==> config.mk <==
export PLATFORM = sky130hd
export DESIGN_NAME = compact_ext_instr_exec
export DESIGN_NICKNAME = d
export VERILOG_FILES = /design/src/verilog/compact_ext_pkg.sv /design/src/verilog/compact_ext_instr_exec.sv /design/src/verilog/operand_ext_unit.sv
export SDC_FILE = /design/constraint.sdc
export NUM_CORES = 1
export LEC_CHECK = 0
export BUFFER_PORTS_ARGS = -buffer_cell sky130_fd_sc_hd__buf_2
export CORE_MARGIN = 1
export CORE_UTILIZATION = 34
export DETAILED_ROUTE_END_ITERATION = 16
export PLACE_DENSITY = 0.61
export SYNTH_ARGS = -nofsm -noshare
export SYNTH_HDL_FRONTEND = slang
export SYNTH_SLANG_ARGS = --single-unit
==> constraint.sdc <==
create_clock -name sys_clk -period 4.53 [get_ports sys_clk]
set_input_delay 0.2265 -clock sys_clk [delete_from_list [all_inputs] [get_ports sys_clk]]
set_output_delay 0.2265 -clock sys_clk [all_outputs]
set_load 0.02 [all_outputs]
==> src/verilog/compact_ext_pkg.sv <==
// constants, types and decode helpers for the compact extend/multiply executor
package compact_ext_pkg;

   localparam int          XLEN_DEFAULT     = 32;
   localparam int          XLEN_WIDE        = 64;

   // quadrant and function codes
   localparam logic [1:0]  QUAD_MEM         = 2'h0;
   localparam logic [1:0]  QUAD_ALU         = 2'h1;
   localparam logic [5:0]  FN6_LOAD_HALF    = 6'h21;
   localparam logic [5:0]  FN6_STORE_BYTE   = 6'h22;
   localparam logic [5:0]  FN6_STORE_HALF   = 6'h23;
   localparam logic [5:0]  FN6_ARITH        = 6'h27;
   localparam logic [1:0]  FN2_UNARY        = 2'h3;
   localparam logic [1:0]  FN2_MUL          = 2'h2;
   localparam logic [2:0]  UN_ZEXT_B        = 3'h0;
   localparam logic [2:0]  UN_SEXT_B        = 3'h1;
   localparam logic [2:0]  UN_ZEXT_H        = 3'h2;
   localparam logic [2:0]  UN_SEXT_H        = 3'h3;
   localparam logic [2:0]  UN_ZEXT_W        = 3'h4;
   localparam logic [2:0]  UN_NOT           = 3'h5;

   // field positions in the 16-bit encoding
   localparam int          FLD_FN6_HI       = 15;
   localparam int          FLD_FN6_LO       = 10;
   localparam int          FLD_BASE_HI      = 9;
   localparam int          FLD_BASE_LO      = 7;
   localparam int          FLD_SIGN         = 6;
   localparam int          FLD_OFS_HI       = 5;
   localparam int          FLD_OFS_LO       = 6;
   localparam int          FLD_FN2_HI       = 6;
   localparam int          FLD_FN2_LO       = 5;
   localparam int          FLD_SRC2_HI      = 4;
   localparam int          FLD_SRC2_LO      = 2;
   localparam int          FLD_QUAD_HI      = 1;
   localparam int          FLD_QUAD_LO      = 0;

   localparam logic [1:0]  COMPACT_REG_BASE = 2'h1;
   localparam logic        SIZE_BYTE        = 1'b0;
   localparam logic        SIZE_HALF        = 1'b1;

   typedef enum logic [1:0] {
      ST_IDLE  = 2'h0,
      ST_ISSUE = 2'h1,
      ST_WAIT  = 2'h3
   } state_e;

   typedef enum logic [3:0] {
      OP_NONE  = 4'h0,
      OP_LHU   = 4'h1,
      OP_LH    = 4'h2,
      OP_SB    = 4'h3,
      OP_SH    = 4'h4,
      OP_ZEXTB = 4'h5,
      OP_SEXTB = 4'h6,
      OP_ZEXTH = 4'h7,
      OP_SEXTH = 4'h8,
      OP_ZEXTW = 4'h9,
      OP_NOT   = 4'hA,
      OP_MUL   = 4'hB
   } op_e;

   function automatic op_e decode_op(input logic [15:0] ins);
      logic [5:0] fn6;
      logic [1:0] quad;
      logic [1:0] fn2;
      fn6  = ins[FLD_FN6_HI:FLD_FN6_LO];
      quad = ins[FLD_QUAD_HI:FLD_QUAD_LO];
      fn2  = ins[FLD_FN2_HI:FLD_FN2_LO];
      decode_op = OP_NONE;
      if (quad == QUAD_MEM) begin
         if (fn6 == FN6_LOAD_HALF) decode_op = ins[FLD_SIGN] ? OP_LH : OP_LHU;
         else if (fn6 == FN6_STORE_BYTE) decode_op = OP_SB;
         else if (fn6 == FN6_STORE_HALF && !ins[FLD_SIGN]) decode_op = OP_SH;
      end else if (quad == QUAD_ALU && fn6 == FN6_ARITH) begin
         if (fn2 == FN2_MUL) decode_op = OP_MUL;
         else if (fn2 == FN2_UNARY) begin
            unique case (ins[FLD_SRC2_HI:FLD_SRC2_LO])
               UN_ZEXT_B: decode_op = OP_ZEXTB;
               UN_SEXT_B: decode_op = OP_SEXTB;
               UN_ZEXT_H: decode_op = OP_ZEXTH;
               UN_SEXT_H: decode_op = OP_SEXTH;
               UN_ZEXT_W: decode_op = OP_ZEXTW;
               UN_NOT:    decode_op = OP_NOT;
               default:   decode_op = OP_NONE;
            endcase
         end
      end
   endfunction : decode_op

   // field value n names architectural register 8 + n
   function automatic logic [4:0] compact_reg(input logic [2:0] fld);
      compact_reg = {COMPACT_REG_BASE, fld};
   endfunction : compact_reg

   function automatic logic is_mem_op(input op_e op);
      is_mem_op = (op == OP_LHU) || (op == OP_LH) || (op == OP_SB) || (op == OP_SH);
   endfunction : is_mem_op

   // zero-extended offset: bit1 from ins[5], bit0 from ins[6] only for byte store
   function automatic logic [1:0] mem_offset(input logic [15:0] ins, input op_e op);
      mem_offset = {ins[FLD_OFS_HI], (op == OP_SB) ? ins[FLD_OFS_LO] : 1'b0};
   endfunction : mem_offset

endpackage : compact_ext_pkg

==> src/verilog/compact_ext_instr_exec.sv <==
// executor for compact halfword loads, short stores, extensions, complement and multiply
// What this block does
// - unsigned halfword load zero-extends sixteen bits
// - signed halfword load sign-extends sixteen bits
// - address is base plus zero-extended offset
// - register fields select only x8 to x15
// - halfword offset bit1 from bit5, bit0 zero
// - byte store offset bits from bits 5, 6
// - byte store writes low source byte only
// - halfword store writes low source halfword only
// - unary ops write back to same register
// - byte zero-extend clears bits above seven
// - byte sign-extend copies bit seven upward
// - halfword zero-extend clears bits above fifteen
// - halfword sign-extend copies bit fifteen upward
// - word zero-extend exists only on 64-bit
// - complement inverts register and writes back
// - multiply keeps low product bits into first
// - multiply exists only with multiply support
module compact_ext_instr_exec
   import compact_ext_pkg::*;
#(
   parameter int XLEN    = XLEN_DEFAULT,
   parameter bit HAS_MUL = 1'b1
) (
   input  wire logic             sys_clk,
   input  wire logic             nrst,
   input  wire logic             instr_valid,
   input  wire logic [15:0]      instr,
   output logic                  instr_ready,
   output logic      [4:0]       rf_raddr_a,
   output logic      [4:0]       rf_raddr_b,
   input  wire logic [XLEN-1:0]  rf_rdata_a,
   input  wire logic [XLEN-1:0]  rf_rdata_b,
   output logic                  mem_req,
   input  wire logic             mem_gnt,
   output logic                  mem_we,
   output logic                  mem_half,
   output logic      [XLEN-1:0]  mem_addr,
   output logic      [15:0]      mem_wdata,
   input  wire logic             mem_rvalid,
   input  wire logic [15:0]      mem_rdata,
   output logic                  rf_we,
   output logic      [4:0]       rf_waddr,
   output logic      [XLEN-1:0]  rf_wdata,
   output logic                  instr_illegal
);

   if (XLEN != XLEN_DEFAULT && XLEN != XLEN_WIDE) begin : g_bad_xlen
      $error("XLEN must be 32 or 64");
   end

   state_e           state_q;
   state_e           state_d;
   op_e              op_now;
   op_e              op_q;
   op_e              unit_op;
   logic             accept;
   logic             legal_now;
   logic [1:0]       ofs_now;
   logic [XLEN-1:0]  addr_now;
   logic [XLEN-1:0]  unit_result;
   logic             rf_we_d;
   logic [4:0]       dst_q;
   logic             rf_we_q;
   logic [4:0]       rf_waddr_q;
   logic [XLEN-1:0]  rf_wdata_q;
   logic             illegal_q;
   logic             mem_we_q;
   logic             mem_half_q;
   logic [XLEN-1:0]  mem_addr_q;
   logic [15:0]      mem_wdata_q;
   logic [XLEN-1:0]  last_a_q;
   logic [XLEN-1:0]  last_b_q;
   logic [15:0]      last_mem_q;

   // the word zero-extend needs a 64-bit datapath; multiply needs the multiplier built in
   function automatic logic op_legal(input op_e op);
      op_legal = (op != OP_NONE)
               && !(op == OP_ZEXTW && XLEN != XLEN_WIDE)
               && !(op == OP_MUL && !HAS_MUL);
   endfunction : op_legal

   // decode -------------------------------------------------------------
   assign op_now    = decode_op(instr);
   assign legal_now = op_legal(op_now);
   assign accept    = instr_valid && instr_ready;
   // one instruction in flight; a stalled memory port holds off fetch
   assign instr_ready = (state_q == ST_IDLE);

   // the combined field feeds port a for every form, so unary ops read and write one register
   assign rf_raddr_a = compact_reg(instr[FLD_BASE_HI:FLD_BASE_LO]);
   assign rf_raddr_b = compact_reg(instr[FLD_SRC2_HI:FLD_SRC2_LO]);

   assign ofs_now  = mem_offset(instr, op_now);
   assign addr_now = rf_rdata_a + {{(XLEN-2){1'b0}}, ofs_now};

   // shared datapath: load extension while waiting, otherwise the incoming op
   assign unit_op = (state_q == ST_WAIT) ? op_q : op_now;

   operand_ext_unit #(
      .XLEN      (XLEN)
   ) u_ext (
      .op        (unit_op),
      .operand_a (rf_rdata_a),
      .operand_b (rf_rdata_b),
      .load_half (mem_rdata),
      .result    (unit_result)
   );

   // sequencing ---------------------------------------------------------
   always_comb begin
      state_d = state_q;
      unique case (state_q)
         ST_IDLE: begin
            if (accept && legal_now && is_mem_op(op_now)) begin
               state_d = ST_ISSUE;
            end
         end
         ST_ISSUE: begin
            if (mem_gnt) begin
               state_d = mem_we_q ? ST_IDLE : ST_WAIT;
            end
         end
         ST_WAIT: begin
            if (mem_rvalid) begin
               state_d = ST_IDLE;
            end
         end
         default: begin
            state_d = ST_IDLE;
         end
      endcase
   end

   always_ff @(posedge sys_clk or negedge nrst) begin
      if (!nrst) begin
         state_q <= ST_IDLE;
      end else begin
         state_q <= state_d;
      end
   end

   // memory request, captured at acceptance and held until granted -------
   always_ff @(posedge sys_clk or negedge nrst) begin
      if (!nrst) begin
         op_q        <= OP_NONE;
         dst_q       <= 5'h00;
         mem_we_q    <= 1'b0;
         mem_half_q  <= SIZE_BYTE;
         mem_addr_q  <= '0;
         mem_wdata_q <= 16'h0000;
      end else if (accept && legal_now && is_mem_op(op_now)) begin
         op_q        <= op_now;
         dst_q       <= compact_reg(instr[FLD_SRC2_HI:FLD_SRC2_LO]);
         mem_we_q    <= (op_now == OP_SB) || (op_now == OP_SH);
         mem_half_q  <= (op_now == OP_SB) ? SIZE_BYTE : SIZE_HALF;
         mem_addr_q  <= addr_now;
         if (op_now == OP_SB) begin
            mem_wdata_q <= {8'h00, rf_rdata_b[7:0]};
         end else begin
            mem_wdata_q <= rf_rdata_b[15:0];
         end
      end
   end

   assign mem_req   = (state_q == ST_ISSUE);
   assign mem_we    = mem_we_q;
   assign mem_half  = mem_half_q;
   assign mem_addr  = mem_addr_q;
   assign mem_wdata = mem_wdata_q;

   // write-back ---------------------------------------------------------
   assign rf_we_d = (accept && legal_now && !is_mem_op(op_now))
                  || (state_q == ST_WAIT && mem_rvalid);

   always_ff @(posedge sys_clk or negedge nrst) begin
      if (!nrst) begin
         rf_we_q    <= 1'b0;
         rf_waddr_q <= 5'h00;
         rf_wdata_q <= '0;
      end else begin
         rf_we_q <= rf_we_d;
         if (rf_we_d) begin
            // loads target their own field; everything else returns to the combined field
            rf_waddr_q <= (state_q == ST_WAIT) ? dst_q : rf_raddr_a;
            rf_wdata_q <= unit_result;
         end
      end
   end

   assign rf_we    = rf_we_q;
   assign rf_waddr = rf_waddr_q;
   assign rf_wdata = rf_wdata_q;

   // unknown or unsupported encodings are flagged, never executed
   always_ff @(posedge sys_clk or negedge nrst) begin
      if (!nrst) begin
         illegal_q <= 1'b0;
      end else begin
         illegal_q <= accept && !legal_now;
      end
   end

   assign instr_illegal = illegal_q;

   // checks -------------------------------------------------------------
   always_ff @(posedge sys_clk or negedge nrst) begin
      if (!nrst) begin
         last_a_q   <= '0;
         last_b_q   <= '0;
         last_mem_q <= 16'h0000;
      end else begin
         last_a_q   <= rf_rdata_a;
         last_b_q   <= rf_rdata_b;
         last_mem_q <= mem_rdata;
      end
   end

   AST_LHU_ZEXT: assert property (@(posedge sys_clk) disable iff (!nrst)
      (state_q == ST_WAIT && mem_rvalid && op_q == OP_LHU)
      |=> (rf_we && rf_wdata == {{(XLEN-16){1'b0}}, last_mem_q}))
      else $error("unsigned halfword load not zero extended");

   AST_LH_SEXT: assert property (@(posedge sys_clk) disable iff (!nrst)
      (state_q == ST_WAIT && mem_rvalid && op_q == OP_LH)
      |=> (rf_we && rf_wdata == {{(XLEN-16){last_mem_q[15]}}, last_mem_q}))
      else $error("signed halfword load not sign extended");

   AST_ADDR_OFFSET: assert property (@(posedge sys_clk) disable iff (!nrst)
      (accept && is_mem_op(op_now))
      |=> (mem_req && mem_addr == last_a_q + {{(XLEN-2){1'b0}}, $past(instr[FLD_OFS_HI]),
           ($past(op_now) == OP_SB) && $past(instr[FLD_OFS_LO])}))
      else $error("memory address is not base plus zero-extended offset");

   AST_REG_SUBSET: assert property (@(posedge sys_clk) disable iff (!nrst)
      rf_raddr_a[4:3] == COMPACT_REG_BASE && rf_raddr_b[4:3] == COMPACT_REG_BASE
      && (!rf_we || rf_waddr[4:3] == COMPACT_REG_BASE))
      else $error("register outside the compact subset");

   AST_SB_BYTE: assert property (@(posedge sys_clk) disable iff (!nrst)
      (accept && op_now == OP_SB)
      |=> (mem_we && mem_half == SIZE_BYTE && mem_wdata == {8'h00, last_b_q[7:0]}))
      else $error("byte store data or size wrong");

   AST_SH_HALF: assert property (@(posedge sys_clk) disable iff (!nrst)
      (accept && op_now == OP_SH)
      |=> (mem_we && mem_half == SIZE_HALF && mem_wdata == last_b_q[15:0]))
      else $error("halfword store data or size wrong");

   AST_UNARY_SAME_REG: assert property (@(posedge sys_clk) disable iff (!nrst)
      (accept && legal_now && !is_mem_op(op_now))
      |=> (rf_we && rf_waddr == $past(rf_raddr_a) && instr_ready))
      else $error("unary result not written to its source register");

   AST_SEXT_B: assert property (@(posedge sys_clk) disable iff (!nrst)
      (accept && op_now == OP_SEXTB)
      |=> (rf_wdata == {{(XLEN-8){last_a_q[7]}}, last_a_q[7:0]}))
      else $error("byte sign extension wrong");

   AST_NOT_INV: assert property (@(posedge sys_clk) disable iff (!nrst)
      (accept && op_now == OP_NOT)
      |=> (rf_we && rf_wdata == ~last_a_q))
      else $error("complement result wrong");

   AST_MUL_LOW: assert property (@(posedge sys_clk) disable iff (!nrst)
      (accept && legal_now && op_now == OP_MUL)
      |=> (rf_we && rf_wdata == XLEN'(last_a_q * last_b_q)))
      else $error("multiply low half wrong");

   AST_MUL_GATED: assert property (@(posedge sys_clk) disable iff (!nrst)
      (accept && op_now == OP_MUL && !HAS_MUL)
      |=> (instr_illegal && !rf_we))
      else $error("multiply executed without multiplier");

   AST_STORE_NO_WB: assert property (@(posedge sys_clk) disable iff (!nrst)
      (state_q == ST_ISSUE && mem_gnt && mem_we)
      |=> (!rf_we && instr_ready))
      else $error("store caused a register write or did not finish");

   AST_ZEXT_B: assert property (@(posedge sys_clk) disable iff (!nrst)
      (accept && op_now == OP_ZEXTB)
      |=> (rf_we && rf_wdata == {{(XLEN-8){1'b0}}, last_a_q[7:0]}))
      else $error("byte zero extension wrong");

   AST_ZEXT_H: assert property (@(posedge sys_clk) disable iff (!nrst)
      (accept && op_now == OP_ZEXTH)
      |=> (rf_we && rf_wdata == {{(XLEN-16){1'b0}}, last_a_q[15:0]}))
      else $error("halfword zero extension wrong");

   AST_SEXT_H: assert property (@(posedge sys_clk) disable iff (!nrst)
      (accept && op_now == OP_SEXTH)
      |=> (rf_we && rf_wdata == {{(XLEN-16){last_a_q[15]}}, last_a_q[15:0]}))
      else $error("halfword sign extension wrong");

   AST_ZEXT_W: assert property (@(posedge sys_clk) disable iff (!nrst)
      (accept && legal_now && op_now == OP_ZEXTW)
      |=> (rf_we && rf_wdata == XLEN'(last_a_q[31:0])))
      else $error("word zero extension wrong");

   AST_HALF_OFS: assert property (@(posedge sys_clk) disable iff (!nrst)
      (accept && (op_now == OP_LHU || op_now == OP_LH || op_now == OP_SH))
      |=> (mem_addr == last_a_q + {{(XLEN-2){1'b0}}, $past(instr[FLD_OFS_HI]), 1'b0}))
      else $error("halfword offset wrong");

   AST_BYTE_OFS: assert property (@(posedge sys_clk) disable iff (!nrst)
      (accept && op_now == OP_SB)
      |=> (mem_addr == last_a_q + {{(XLEN-2){1'b0}}, $past(instr[FLD_OFS_HI]), $past(instr[FLD_OFS_LO])}))
      else $error("byte store offset wrong");

   AST_REQ_HOLD: assert property (@(posedge sys_clk) disable iff (!nrst)
      (mem_req && !mem_gnt)
      |=> (mem_req && $stable(mem_addr) && $stable(mem_we) && $stable(mem_wdata)))
      else $error("memory request changed before its grant");

   AST_ILLEGAL_NO_EXEC: assert property (@(posedge sys_clk) disable iff (!nrst)
      (accept && !legal_now)
      |=> (instr_illegal && !rf_we && !mem_req))
      else $error("illegal encoding was executed");

   AST_MEM_BLOCKS: assert property (@(posedge sys_clk) disable iff (!nrst)
      (accept && legal_now && is_mem_op(op_now))
      |=> (!instr_ready && !rf_we && !instr_illegal))
      else $error("memory form did not hold off fetch");

   AST_GNT_LOAD: assert property (@(posedge sys_clk) disable iff (!nrst)
      (state_q == ST_ISSUE && mem_gnt && !mem_we)
      |=> (!mem_req && !instr_ready && !rf_we))
      else $error("load did not wait for its data");

   AST_LOAD_WAITS: assert property (@(posedge sys_clk) disable iff (!nrst)
      (state_q == ST_WAIT && !mem_rvalid)
      |=> (!rf_we && !instr_ready))
      else $error("load wrote back before its data arrived");

   AST_LOAD_DEST: assert property (@(posedge sys_clk) disable iff (!nrst)
      (state_q == ST_WAIT && mem_rvalid)
      |=> (rf_we && rf_waddr == dst_q && instr_ready))
      else $error("load wrote the wrong register");

endmodule : compact_ext_instr_exec

==> src/verilog/operand_ext_unit.sv <==
// combinational extend, complement, multiply and load-extension datapath
module operand_ext_unit
   import compact_ext_pkg::*;
#(
   parameter int XLEN = XLEN_DEFAULT
) (
   input  wire op_e              op,
   input  wire logic [XLEN-1:0]  operand_a,
   input  wire logic [XLEN-1:0]  operand_b,
   input  wire logic [15:0]      load_half,
   output logic      [XLEN-1:0]  result
);

   logic [XLEN-1:0] product;

   // only the low half of the product is kept, so signedness does not matter
   assign product = operand_a * operand_b;

   always_comb begin
      unique case (op)
         OP_LHU:   result = {{(XLEN-16){1'b0}}, load_half};
         OP_LH:    result = {{(XLEN-16){load_half[15]}}, load_half};
         OP_ZEXTB: result = {{(XLEN-8){1'b0}}, operand_a[7:0]};
         OP_SEXTB: result = {{(XLEN-8){operand_a[7]}}, operand_a[7:0]};
         OP_ZEXTH: result = {{(XLEN-16){1'b0}}, operand_a[15:0]};
         OP_SEXTH: result = {{(XLEN-16){operand_a[15]}}, operand_a[15:0]};
         OP_ZEXTW: result = {{(XLEN-32){1'b0}}, operand_a[31:0]};
         OP_NOT:   result = ~operand_a;
         OP_MUL:   result = product;
         default:  result = '0;
      endcase
   end

endmodule : operand_ext_unit
==> reports/qor.csv <==
metric;value;unit
most frequent cells in the layout;fa_1, inv_1, nand2_1;
Min-Delay Startpoint;instr_valid;
mux contribution to synthesized area;0.0102;
yosys warns;0;
post-detail-place hpwl;56.1;mm
synth unique cells;72;
setup violators final;24;
unrepaired setup endpoints after global routing;true;
Clock transition at path regs;70;ps
total clock sinks;98;
RD Place Congestion;0.902;
reg-to-reg startpoint;state_q[1]$_DFFE_PN0P_;
Min-Delay Endpoint;instr_illegal$_DFF_PN0_;
ranking of synthesized cells by area;fa_1, dfrtp_1, and2_1, ha_1, inv_1;
Yosys top cell by area;fa_1;
first-pass GRT wire length;106;mm
DR vias;17425;
vias per cell;4.91;
synthesized area per cell;8.98;sq um
total grt overflow;0;
compound-gate portion of the synthesized area;0.0768;
die area;63100;sq um
measured slew at the worst slew-check pin;1120;ps
I/O Buffers;196;
share of layout cells above drive strength 1;0.260;
Rows;91;
Synth Area in Simple Gates;0.190;
#FFs+latches synth;98;
Total GRT Usage;0.218;
crit path kind;in2reg;
Core Box Area;61600;sq um
failing checks;setup timing;
final hold vios;0;
ys flop type;dfrtp_1;
asr flop ratio synth;1.00;
Syn Inst Count;2352;
drt pass-1 iters;6;
max-slew violation count;0;
Max Buffers Root-to-Sink;2;
Worst setup EP type;flip-flop;
DRC;0;
combinational family with the most area after synthesis;adder cells;
EDFF count, synth;0;
fin worst setup slack;-1850;ps
Synth Area in XOR/XNOR;0.0481;
DR iter-0 viols;1103;
number of I/O pins;202;
CTS Buf Count;9;
root buffer cell;clkbuf_16;
hold slack final;123;ps
Hold Crit Class;in2reg;
commonest non-fill, non-tap cell in the layout;fa_1;
maxcap violations;0;
final net count;3343;
Critical Path RT;4780;ps
H-tree Lvls;3;
reg2reg setup slack;1290;ps
largest net degree at the start of global routing;57;
Initial Utilization;0.343;
Synth top area share;0.388;
initial antenna violation count;2;
outcome;finished, violations left;
post-DR wirelength/cell;19.0;um
critical path data arrival time;6630;ps
startpoint types;input port;
Die Y;251;um
Max FO, Critical Path;8;
WL final;67.6;mm
Max Clock Freq;157;MHz
Adder-Cell Fraction of Synth Area;0.462;
Final Critical Period;6380;ps
worst hold path cell count;3;
fin crit share;1.41;
Synth Cell Area;21100;sq um
Area Growth Syn to Fin;26.7;%
register area share after synthesis;0.116;
Die W;251;um
CTS tree;yes;
Rel. slew slack;0.255;
vias in the first global route;18885;
Skew-Pair Late Insertion Delay;370;ps
Max Clock Skew;15.0;ps
antenna viol nets, final;0;
RR Endpoint;rf_wdata[8]$_DFFE_PN0P_;
R2R cell count;7;
==> worst max-delay path by stage <==
stage	endpoint	from	depth (start not counted)
CTS	rf_wdata[22]$_DFFE_PN0P_	rf_rdata_a[12]	24
floorplan	rf_wdata[22]$_DFFE_PN0P_	rf_rdata_a[11]	25
finish	rf_wdata[22]$_DFFE_PN0P_	rf_rdata_b[3]	24
global route	rf_wdata[30]$_DFFE_PN0P_	rf_rdata_a[13]	25
detailed placement	rf_wdata[22]$_DFFE_PN0P_	rf_rdata_b[3]	25
global placement	rf_wdata[22]$_DFFE_PN0P_	rf_rdata_b[5]	24
==> layout make-up <==
| class | count | area [sq um] |
|---|---|---|
| Clock buffer | 9 | 225 |
| Timing Repair Buffer | 487 | 3790 |
| Tap cell | 837 | 1050 |
| Fill cell | 5909 | 34800 |
| Antenna cell | 1 | 2.50 |
| Multi-Input combinational cell | 1725 | 17700 |
| Sequential cell | 98 | 2450 |
| Clock inverter | 7 | 124 |
| Inverter | 387 | 1460 |
==> synthesized netlist by cell type, drive strengths merged, types with 13 or more instances <==
cell and instances:
mux2 14, a211oi 17, a21o 13, buf 22, xor2 43, ha 125
inv 387, nand3 31, o211ai 13, clkbuf 123, nand2 351, o21ai 87
a21oi 49, nor2 53, fa 409, and2 317, xnor2 73, dfrtp 98
==> per-layer routing <==
metal  share of wire  wire length (um)  global-route usage
met5         0.00030                20                   0
met4           0.032              2160              0.0709
met3           0.055              3740              0.0296
met2            0.50             33900               0.376
met1            0.41             27800               0.282
==> per-stage QoR <==
step	setup TNS, ps	setup WS [ps]	cells	cell area, sq um	utilization
final	-34810	-1850	3551	26800	0.435
after global routing	-39230	-2020	3551	26800	0.435
after CTS	-34600	-1830	3541	26200	0.426
after detailed placement	-49090	-2360	3510	25000	0.406
after global placement	-47740	-2340	3510	25000	0.406
after floorplan	-36120	-1960	2355	21500	-
==> state kept, by name (all words and copies together) (netlist names) <==
name / cells
rf_waddr: 4
mem_half: 1
mem_addr: 32
op_q: 4
mem_wdata: 16
rf_we: 1
mem_we: 1
instr_illegal: 1
dst_q: 4
state_q: 2
rf_wdata: 32
==> worst max-delay path: stages <==
cell,delay (ps)
buf_12,120
buf_8,120
buf_8,130
and2_1,150
fa_1,500
inv_1,50
fa_1,420
fa_1,520
fa_1,570
inv_1,60
fa_1,460
ha_1,300
fa_1,510
fa_1,470
ha_4,320
nand2_1,60
or3_1,380
o21ai_2,190
o2111ai_2,200
and2_4,200
xnor2_2,130
o211ai_1,170
a211oi_1,100
a211o_1,270
==> cell families after synthesis <==
logic type / Yosys count
flops: 98
mux: 19
xor+xnor: 116
fa+ha+maj: 534
simple gates: 803
other cells: 2
compound gates: 248
buf+inv: 532
==> timing repair <==
action                                 in CTS  in global routing
setup buffers                              16                  7
setup endpoints to repair                  25                 25
cloned                                      0                  3
endpoints found under the hold margin      53                  0
hold buffers                                1                  0
resized for setup                         163                 90
pin swaps                                 112                102
Power is not shown: default switching activity piles up to over one toggle a cycle in this logic, so the estimate is an artifact.
